### src/eeff_pkg.sv
// Constants, types and option decoding shared by the enabled flop block.
package eeff_pkg;

   // Cell variants.
   typedef enum logic [1:0] {
      EEFF_VAR_PLAIN = 2'b00,
      EEFF_VAR_RESET = 2'b01,
      EEFF_VAR_SET   = 2'b10
   } eeff_variant_t;

   // Spellings of the force timing option.
   localparam string EEFF_TIMING_UNCLOCKED = "unclocked";
   localparam string EEFF_TIMING_UNLOCKED  = "unlocked";
   localparam string EEFF_TIMING_CLOCKED   = "clocked";
   localparam string EEFF_TIMING_DEFAULT   = EEFF_TIMING_UNCLOCKED;

   // Power-up values.
   localparam logic EEFF_INIT_PLAIN = 1'b0;
   localparam logic EEFF_INIT_RESET = 1'b0;
   localparam logic EEFF_INIT_SET   = 1'b1;

   // Bus geometry.
   localparam int          EEFF_DATA_W      = 32;
   localparam int          EEFF_ADDR_W      = 8;
   localparam int          EEFF_HTRANS_BUSY = 1;
   localparam logic        EEFF_HRESP_OKAY  = 1'b0;

   // Register offsets.
   localparam logic [7:0] EEFF_OFS_DRIVE  = 8'h00;
   localparam logic [7:0] EEFF_OFS_SOURCE = 8'h04;
   localparam logic [7:0] EEFF_OFS_STROBE = 8'h08;
   localparam logic [7:0] EEFF_OFS_STATUS = 8'h0c;
   localparam logic [7:0] EEFF_OFS_CONFIG = 8'h10;
   localparam logic [7:0] EEFF_OFS_LOADS  = 8'h14;

   // Drive register fields and reset value.
   localparam int         EEFF_DRV_DATA  = 0;
   localparam int         EEFF_DRV_EN    = 1;
   localparam int         EEFF_DRV_RSTN  = 2;
   localparam int         EEFF_DRV_SETN  = 3;
   localparam int         EEFF_DRV_W     = 4;
   localparam logic [3:0] EEFF_DRV_RESET = 4'hc;

   // Source and strobe fields.
   localparam int   EEFF_SRC_REG       = 0;
   localparam logic EEFF_SRC_RESET     = 1'b0;
   localparam int   EEFF_STB_EN        = 0;

   // Status fields.
   localparam int EEFF_ST_Q_LSB  = 0;
   localparam int EEFF_ST_DATA   = 3;
   localparam int EEFF_ST_EN     = 4;
   localparam int EEFF_ST_RSTN   = 5;
   localparam int EEFF_ST_SETN   = 6;

   // Config fields.
   localparam int EEFF_CFG_RST_ASYNC = 0;
   localparam int EEFF_CFG_SET_ASYNC = 1;
   localparam int EEFF_CFG_INIT_LSB  = 2;

   // Load counter fields.
   localparam int EEFF_LD_FIELD_W = 8;
   localparam int EEFF_NUM_CELLS  = 3;

   function automatic bit eeff_is_async(input string s);
      return (s == EEFF_TIMING_UNCLOCKED) || (s == EEFF_TIMING_UNLOCKED);
   endfunction

   function automatic bit eeff_timing_ok(input string s);
      return eeff_is_async(s) || (s == EEFF_TIMING_CLOCKED);
   endfunction

endpackage

### src/eeff_top.sv
// Enabled flop trio with reset and set variants behind an AHB-Lite slave.
//
// The placing of the registers and the AHB-Lite slave port were left to the implementer.
`timescale 1ns/100ps
module eeff_top #(
   parameter string RESET_TIMING = eeff_pkg::EEFF_TIMING_DEFAULT,
   parameter string SET_TIMING   = eeff_pkg::EEFF_TIMING_DEFAULT,
   parameter logic  PLAIN_INIT   = eeff_pkg::EEFF_INIT_PLAIN,
   parameter logic  RESET_INIT   = eeff_pkg::EEFF_INIT_RESET,
   parameter logic  SET_INIT     = eeff_pkg::EEFF_INIT_SET,
   parameter int    LOAD_COUNT_W = eeff_pkg::EEFF_LD_FIELD_W
) (
   input  wire logic        i_clock,
   input  wire logic        i_reset,
   input  wire logic        i_hsel,
   input  wire logic [31:0] i_haddr,
   input  wire logic [1:0]  i_htrans,
   input  wire logic        i_hwrite,
   input  wire logic [2:0]  i_hsize,
   input  wire logic [31:0] i_hwdata,
   input  wire logic        i_hready,
   output logic [31:0]      o_hrdata,
   output logic             o_hreadyout,
   output logic             o_hresp,
   input  wire logic        i_data_in,
   input  wire logic        i_enable_in,
   input  wire logic        i_reset_low_in,
   input  wire logic        i_set_low_in,
   output logic             o_plain_q,
   output logic             o_reset_q,
   output logic             o_set_q
);
   import eeff_pkg::*;

   if (LOAD_COUNT_W < 1 || LOAD_COUNT_W > EEFF_LD_FIELD_W) begin : g_bad_width
      $error("LOAD_COUNT_W must lie between 1 and the field width.");
   end

   // Decoded options, shown to software.
   localparam bit RESET_ASYNC = eeff_is_async(RESET_TIMING);
   localparam bit SET_ASYNC   = eeff_is_async(SET_TIMING);

   // Bus phase tracking.
   logic                   addr_phase;
   logic                   wr_pend_reg;
   logic [EEFF_ADDR_W-1:0] wr_addr_reg;
   logic                   wr_drive;
   logic                   wr_source;
   logic                   wr_strobe;
   logic                   wr_loads;

   // Software visible state.
   logic [EEFF_DRV_W-1:0]  drive_reg;
   logic                   source_reg;
   logic                   strobe_reg;
   logic [31:0]            rdata_reg;
   logic [31:0]            rd_value;
   logic                   hready_reg;
   logic                   hresp_reg;

   // Effective cell inputs.
   logic                   eff_data;
   logic                   eff_enable;
   logic                   eff_reset_n;
   logic                   eff_set_n;

   // Cell outputs and load tracking.
   logic                   plain_q;
   logic                   reset_q;
   logic                   set_q;
   logic [EEFF_NUM_CELLS-1:0] load_event;
   logic [LOAD_COUNT_W-1:0]   load_cnt [EEFF_NUM_CELLS];

   // A transfer is taken when selected, active and the bus is ready.
   assign addr_phase = i_hsel && i_htrans[EEFF_HTRANS_BUSY] && i_hready;

   always_ff @(posedge i_clock or posedge i_reset) begin
      if (i_reset) begin
         wr_pend_reg <= 1'b0;
      end else begin
         wr_pend_reg <= addr_phase && i_hwrite;
      end
   end

   always_ff @(posedge i_clock or posedge i_reset) begin
      if (i_reset) begin
         wr_addr_reg <= '0;
      end else if (addr_phase) begin
         wr_addr_reg <= i_haddr[EEFF_ADDR_W-1:0];
      end
   end

   // Write data is taken at the end of the data phase.
   assign wr_drive  = wr_pend_reg && (wr_addr_reg == EEFF_OFS_DRIVE);
   assign wr_source = wr_pend_reg && (wr_addr_reg == EEFF_OFS_SOURCE);
   assign wr_strobe = wr_pend_reg && (wr_addr_reg == EEFF_OFS_STROBE);
   assign wr_loads  = wr_pend_reg && (wr_addr_reg == EEFF_OFS_LOADS);

   always_ff @(posedge i_clock or posedge i_reset) begin
      if (i_reset) begin
         drive_reg <= EEFF_DRV_RESET;
      end else if (wr_drive) begin
         drive_reg <= i_hwdata[EEFF_DRV_W-1:0];
      end
   end

   always_ff @(posedge i_clock or posedge i_reset) begin
      if (i_reset) begin
         source_reg <= EEFF_SRC_RESET;
      end else if (wr_source) begin
         source_reg <= i_hwdata[EEFF_SRC_REG];
      end
   end

   // A strobe write gives one cycle of enable.
   always_ff @(posedge i_clock or posedge i_reset) begin
      if (i_reset) begin
         strobe_reg <= 1'b0;
      end else begin
         strobe_reg <= wr_strobe && i_hwdata[EEFF_STB_EN];
      end
   end

   // Cell inputs come from the pins or from the drive register.
   always_comb begin
      if (source_reg) begin
         eff_data    = drive_reg[EEFF_DRV_DATA];
         eff_enable  = drive_reg[EEFF_DRV_EN] | strobe_reg;
         eff_reset_n = drive_reg[EEFF_DRV_RSTN];
         eff_set_n   = drive_reg[EEFF_DRV_SETN];
      end else begin
         eff_data    = i_data_in;
         eff_enable  = i_enable_in | strobe_reg;
         eff_reset_n = i_reset_low_in;
         eff_set_n   = i_set_low_in;
      end
   end

   eeff_cell #(
      .VARIANT      (EEFF_VAR_PLAIN),
      .FORCE_TIMING (EEFF_TIMING_DEFAULT),
      .INIT_VALUE   (PLAIN_INIT)
   ) u_plain (
      .i_clock       (i_clock),
      .i_data        (eff_data),
      .i_enable      (eff_enable),
      .i_force_low_n (1'b1),
      .o_q           (plain_q)
   );

   eeff_cell #(
      .VARIANT      (EEFF_VAR_RESET),
      .FORCE_TIMING (RESET_TIMING),
      .INIT_VALUE   (RESET_INIT)
   ) u_reset (
      .i_clock       (i_clock),
      .i_data        (eff_data),
      .i_enable      (eff_enable),
      .i_force_low_n (eff_reset_n),
      .o_q           (reset_q)
   );

   eeff_cell #(
      .VARIANT      (EEFF_VAR_SET),
      .FORCE_TIMING (SET_TIMING),
      .INIT_VALUE   (SET_INIT)
   ) u_set (
      .i_clock       (i_clock),
      .i_data        (eff_data),
      .i_enable      (eff_enable),
      .i_force_low_n (eff_set_n),
      .o_q           (set_q)
   );

   assign o_plain_q = plain_q;
   assign o_reset_q = reset_q;
   assign o_set_q   = set_q;

   // A cell loads data on an edge with enable high and its force released.
   assign load_event[0] = eff_enable;
   assign load_event[1] = eff_enable && eff_reset_n;
   assign load_event[2] = eff_enable && eff_set_n;

   // Load counters wrap; a load in the clearing cycle is still counted.
   for (genvar c = 0; c < EEFF_NUM_CELLS; c++) begin : g_cnt
      always_ff @(posedge i_clock or posedge i_reset) begin
         if (i_reset) begin
            load_cnt[c] <= '0;
         end else if (wr_loads) begin
            load_cnt[c] <= LOAD_COUNT_W'(load_event[c]);
         end else if (load_event[c]) begin
            load_cnt[c] <= load_cnt[c] + LOAD_COUNT_W'(1);
         end
      end
   end

   // Read value for the address phase now on the bus.
   always_comb begin
      rd_value = '0;
      unique case (i_haddr[EEFF_ADDR_W-1:0])
         EEFF_OFS_DRIVE: begin
            rd_value[EEFF_DRV_W-1:0] = drive_reg;
         end
         EEFF_OFS_SOURCE: begin
            rd_value[EEFF_SRC_REG] = source_reg;
         end
         EEFF_OFS_STATUS: begin
            rd_value[EEFF_ST_Q_LSB]     = plain_q;
            rd_value[EEFF_ST_Q_LSB + 1] = reset_q;
            rd_value[EEFF_ST_Q_LSB + 2] = set_q;
            rd_value[EEFF_ST_DATA]      = eff_data;
            rd_value[EEFF_ST_EN]        = eff_enable;
            rd_value[EEFF_ST_RSTN]      = eff_reset_n;
            rd_value[EEFF_ST_SETN]      = eff_set_n;
         end
         EEFF_OFS_CONFIG: begin
            rd_value[EEFF_CFG_RST_ASYNC]    = RESET_ASYNC;
            rd_value[EEFF_CFG_SET_ASYNC]    = SET_ASYNC;
            rd_value[EEFF_CFG_INIT_LSB]     = PLAIN_INIT;
            rd_value[EEFF_CFG_INIT_LSB + 1] = RESET_INIT;
            rd_value[EEFF_CFG_INIT_LSB + 2] = SET_INIT;
         end
         EEFF_OFS_LOADS: begin
            rd_value[0 +: LOAD_COUNT_W] = load_cnt[0];
            rd_value[EEFF_LD_FIELD_W +: LOAD_COUNT_W] = load_cnt[1];
            rd_value[2 * EEFF_LD_FIELD_W +: LOAD_COUNT_W] = load_cnt[2];
         end
         default: begin
            rd_value = '0;
         end
      endcase
   end

   // Read data is captured at the address phase and stands for the data phase.
   always_ff @(posedge i_clock or posedge i_reset) begin
      if (i_reset) begin
         rdata_reg <= '0;
      end else if (addr_phase && !i_hwrite) begin
         rdata_reg <= rd_value;
      end else begin
         rdata_reg <= '0;
      end
   end

   // The slave never inserts wait states and always answers okay.
   always_ff @(posedge i_clock or posedge i_reset) begin
      if (i_reset) begin
         hready_reg <= 1'b1;
      end else begin
         hready_reg <= 1'b1;
      end
   end

   always_ff @(posedge i_clock or posedge i_reset) begin
      if (i_reset) begin
         hresp_reg <= EEFF_HRESP_OKAY;
      end else begin
         hresp_reg <= EEFF_HRESP_OKAY;
      end
   end

   assign o_hrdata    = rdata_reg;
   assign o_hreadyout = hready_reg;
   assign o_hresp     = hresp_reg;

endmodule // eeff_top

### src/eeff_cell.sv
// One rising edge flop with clock enable and optional active low reset or set.
`timescale 1ns/100ps
module eeff_cell #(
   parameter eeff_pkg::eeff_variant_t VARIANT      = eeff_pkg::EEFF_VAR_PLAIN,
   parameter string                   FORCE_TIMING = eeff_pkg::EEFF_TIMING_DEFAULT,
   parameter logic                    INIT_VALUE   = eeff_pkg::EEFF_INIT_PLAIN
) (
   input  wire logic i_clock,
   input  wire logic i_data,
   input  wire logic i_enable,
   input  wire logic i_force_low_n,
   output logic      o_q
);
   import eeff_pkg::*;

   localparam logic FORCE_VALUE = (VARIANT == EEFF_VAR_SET);
   localparam bit   ASYNC_FORCE = eeff_is_async(FORCE_TIMING);

   if (!eeff_timing_ok(FORCE_TIMING)) begin : g_bad_timing
      $error("Force timing option is not recognised.");
   end

   // The power-up value is loaded once only and no later reset reloads it.
   logic q_reg = INIT_VALUE;

   if (VARIANT == EEFF_VAR_PLAIN) begin : g_plain
      always_ff @(posedge i_clock) begin
         if (i_enable) begin
            q_reg <= i_data;
         end
      end
   end else if (ASYNC_FORCE) begin : g_async
      always_ff @(posedge i_clock or negedge i_force_low_n) begin
         if (!i_force_low_n) begin
            q_reg <= FORCE_VALUE;
         end else if (i_enable) begin
            q_reg <= i_data;
         end
      end
   end else begin : g_sync
      always_ff @(posedge i_clock) begin
         if (!i_force_low_n) begin
            q_reg <= FORCE_VALUE;
         end else if (i_enable) begin
            q_reg <= i_data;
         end
      end
   end

   assign o_q = q_reg;

endmodule // eeff_cell

### config.mk
export PLATFORM = sky130hd
export DESIGN_NAME = eeff_top
export DESIGN_NICKNAME = d
export VERILOG_FILES = /design/src/eeff_pkg.sv /design/src/eeff_top.sv /design/src/eeff_cell.sv
export SDC_FILE = /design/constraint.sdc
export NUM_CORES = 1
export LEC_CHECK = 0
export ABC_AREA = 1
export BUFFER_PORTS_ARGS = -buffer_cell sky130_fd_sc_hd__buf_2
export CAP_MARGIN = 5
export CORE_ASPECT_RATIO = 1.75
export CORE_UTILIZATION = 45
export DETAILED_ROUTE_END_ITERATION = 10
export MAX_ROUTING_LAYER = met4
export PLACE_DENSITY_LB_ADDON = 0.1
export SYNTH_ARGS = -nofsm -noshare
export SYNTH_HDL_FRONTEND = slang
export SYNTH_SLANG_ARGS = --single-unit
### constraint.sdc
create_clock -name i_clock -period 2 [get_ports i_clock]
set_input_delay 0.4 -clock i_clock [delete_from_list [all_inputs] [get_ports i_clock]]
set_output_delay 0.4 -clock i_clock [all_outputs]
set_load 0.05 [all_outputs]
==> flow_summary.yaml <==
power:
  p_per_area_nw_per_um2: 1272
  power_leakage_uw: 0.002046
  total_power_uw: 5055
  peakVddDrop_mv: 0.6387
drt:
  ant_nets: 0
  dr.pass1.iters: 7
  routed_wl_um: 7137
  routedWlPerCell_um: 13.37
  vias: 2606
  drc: 2
  drt_iter0_drc: 171
  vias_per_cell: 4.880
critical_path:
  path_buf_inv: 1
  path_cells: "buf_2"
  r2r_end: "load_cnt[14]"
  worstPathArrival_ns: 1.16
  reg2regPathDepth: 8
  regToRegStartpoint: "source_reg"
  cp_top_family: "flip-flops"
  start_kind: "register"
  crit_type: "reg -> out"
  slowest_delay_ns: 0.56
  cp.required_ns: 1.60
  slowest_stage: "dfstp_2"
  end_kind: "output pin"
  r2r_slack_ns: 0.47
  path_max_fanout: 3
floorplan:
  core_region_area_um2: 7182
  die-height_um: 115.7
  ios: 115
  die_area_um2: 7754
  rows: 41
  start_util_pct: 46.32
  die_x_um: 67.00
synthesis:
  synth-seq-area-share_pct: 49.91
  avgSynthCellArea_um2: 8.597
  synthCells: 387
  yosys_warnings: 0
  ys_ff_latch: 66
  ys_types: 38
  mappedNetlistArea_um2: 3327
place:
  gp_congestion: 0.8954
  portBuffers: 48
  post-place-cells: 517
  placed_area_um2: 3625
  dpl.hpwl_um: 5275
finish:
  post-route-util_pct: 55.33
  fillers: 687
  syn_to_final_growth_pct: 19.44
  drive_above_1_share_pct: 24.11
  stdcell_count: 534
  final_common_cell: "nand2_1"
  design_area_um2: 3974
  finish.net_count: 524
  layout_common_cells: "nand2_1, dfrtp_1, inv_1, buf_2, nor2_1"
  diodes: 0
grt:
  antenna_found_initial: 0
  grt_pass1_vias: 2620
  grt_remaining_overflow: 0
  grt_max_degree: 47
  grt_util_met1_pct: 22.60
  grt_use_met3_pct: 3.642
  track_usage_pct: 22.05
  use_met2_pct: 38.99
  grt-busiest-layer: "met2"
  grt_pass1_wl_um: 12080
timing:
  finalCritPeriodShare_pct: 78.08
  max_freq_mhz: 640.4
  period_minus_slack_ns: 1.562
  rsz0062_at_grt: "false"
  tightestPinTransition_ns: 0.7320
  hold_viol: 0
  setup-tns-final_ns: 0
  fin_worst_skew_ns: 0.004860
  relSlewSlack_pct: 51.14
  setup_viol: 0
  drv_slew: 0
cts:
  clk_latency_ns: 0.33
  cts_buffer_depth: 2
  cts-buffers-inserted: 9
  cts_root_buf: "clkbuf_16"
  tritoncts: "done"
  path_clk_slew_ns: 0.05
  htree_levels: 3
  clock-sinks: 66
  cts_resized: 0
outcome:
  status: "finished with violations"
  failed_checks: "DRC"
worst_hold_path:
  holdCritPathClass: "in -> async"
flow_run:
  drv_cap: 0
[worst max-delay path by stage]
stage | cells past startpoint | startpoint | endpoint
3_5_place_dp | 8 | i_haddr[6] | o_hrdata[4]
5_1_grt | 6 | wr_addr_reg[1] | load_cnt[22]
6_report | 1 | u_set.o_q | o_set_q
3_3_place_gp | 8 | i_haddr[6] | o_hrdata[4]
4_1_cts | 1 | u_set.o_q | o_set_q
2_1_floorplan | 1 | i_reset | drive_reg[0]
[area by class of cell]
| type | instances | area (um2) | share of cell area [%] |
|---|---|---|---|
| multi-input combinational | 258 | 1360 | 34.23 |
| sequential | 66 | 1660 | 41.78 |
| tap | 86 | 107.6 | 2.708 |
| inverter | 55 | 214.0 | 5.384 |
| clock buffer | 12 | 266.5 | 6.707 |
| timing repair buffer | 53 | 292.8 | 7.368 |
| clock inverter | 4 | 72.57 | 1.826 |
[routing by layer]
| metal | vias to the layer above | wire length [um] | share of wire (%) |
|---|---|---|---|
| met5 | - | 0 | 0 |
| met4 | 0 | 145 | 2.0 |
| met3 | 11 | 192 | 2.7 |
| met2 | 53 | 3948 | 55 |
| met1 | 1212 | 2851 | 40 |
| li1 | 1330 | - | - |
[cell families (layout without fill, tap and decap cells)]
| logic type | count (synthesis) | after routing | synth area share [%] |
|---|---|---|---|
| simple gates | 194 | 194 | 29.49 |
| buf+inv | 71 | 124 | 10.12 |
| flops | 66 | 66 | 49.91 |
| compound gates | 46 | 46 | 7.748 |
| xor+xnor | 4 | 4 | 1.053 |
| fa+ha+maj | 3 | 3 | 1.128 |
| other cells | 2 | 10 | 0.2257 |
| mux | 1 | 1 | 0.3384 |
[worst reg2reg max path, stage by stage, from the launching register on]
cell and delay, ns:
dfrtp_1 0.42, inv_2 0.18, nand2_2 0.09, nand3b_4 0.22, nand2_4 0.14, nor3_2 0.19, nand2_1 0.08, nand2_1 0.06
nor2_1 0.06
[power by group]
group	internal, uW	switching [uW]
Combinational	479	873
Sequential	1660	282
Clock	1190	566
Total	3330	1720
[cell usage after synthesis]
cell type / number / area (um2)
xor2_1: 3 / 26.28
nor2_1: 36 / 135.1
dfrtp_1: 62 / 1551
buf_2: 2 / 10.01
nand2_4: 2 / 22.52
nor4_1: 1 / 6.260
dfstp_2: 3 / 78.83
nand3b_1: 1 / 7.510
inv_4: 1 / 6.260
nor3_1: 15 / 75.07
inv_1: 49 / 183.9
nor3_2: 7 / 70.07
o21ai_4: 2 / 32.53
ha_1: 3 / 37.54
conb_1: 2 / 7.510
o21ai_1: 8 / 40.04
a31oi_1: 1 / 6.260
nand3_2: 2 / 20.02
mux2_2: 1 / 11.26
nand3_1: 21 / 105.1
o21ai_0: 20 / 100.1
edfxtp_1: 1 / 30.03
a21oi_1: 14 / 70.07
clkbuf_1: 1 / 3.750
buf_6: 3 / 33.78
xnor2_1: 1 / 8.760
nor3_4: 2 / 32.53
nand2_1: 86 / 322.8
nand2_2: 2 / 12.51
buf_4: 10 / 75.07
nor3b_2: 3 / 37.54
clkinv_4: 1 / 8.760
nor2_2: 3 / 18.77
a21oi_2: 1 / 8.760
nor2_4: 4 / 45.04
nand4_1: 8 / 50.05
nand3b_4: 1 / 20.02
inv_2: 4 / 15.01
[repair_timing]
item                                   CTS  global route
endpoints found under the hold margin    1             0
hold buffers                             1             0
setup buffers                            0             0
[metrics by stage]
stage | setup slack (ns) | hold slack [ns]
floorplan | 0.03356 | 0.2312
global placement | 0.3864 | 0.3260
detailed placement | 0.3674 | 0.3272
CTS | 0.4161 | 0.06005
global route | 0.3084 | 0.08537
finish | 0.4384 | 0.05756
(Power assumes the default switching activity.)
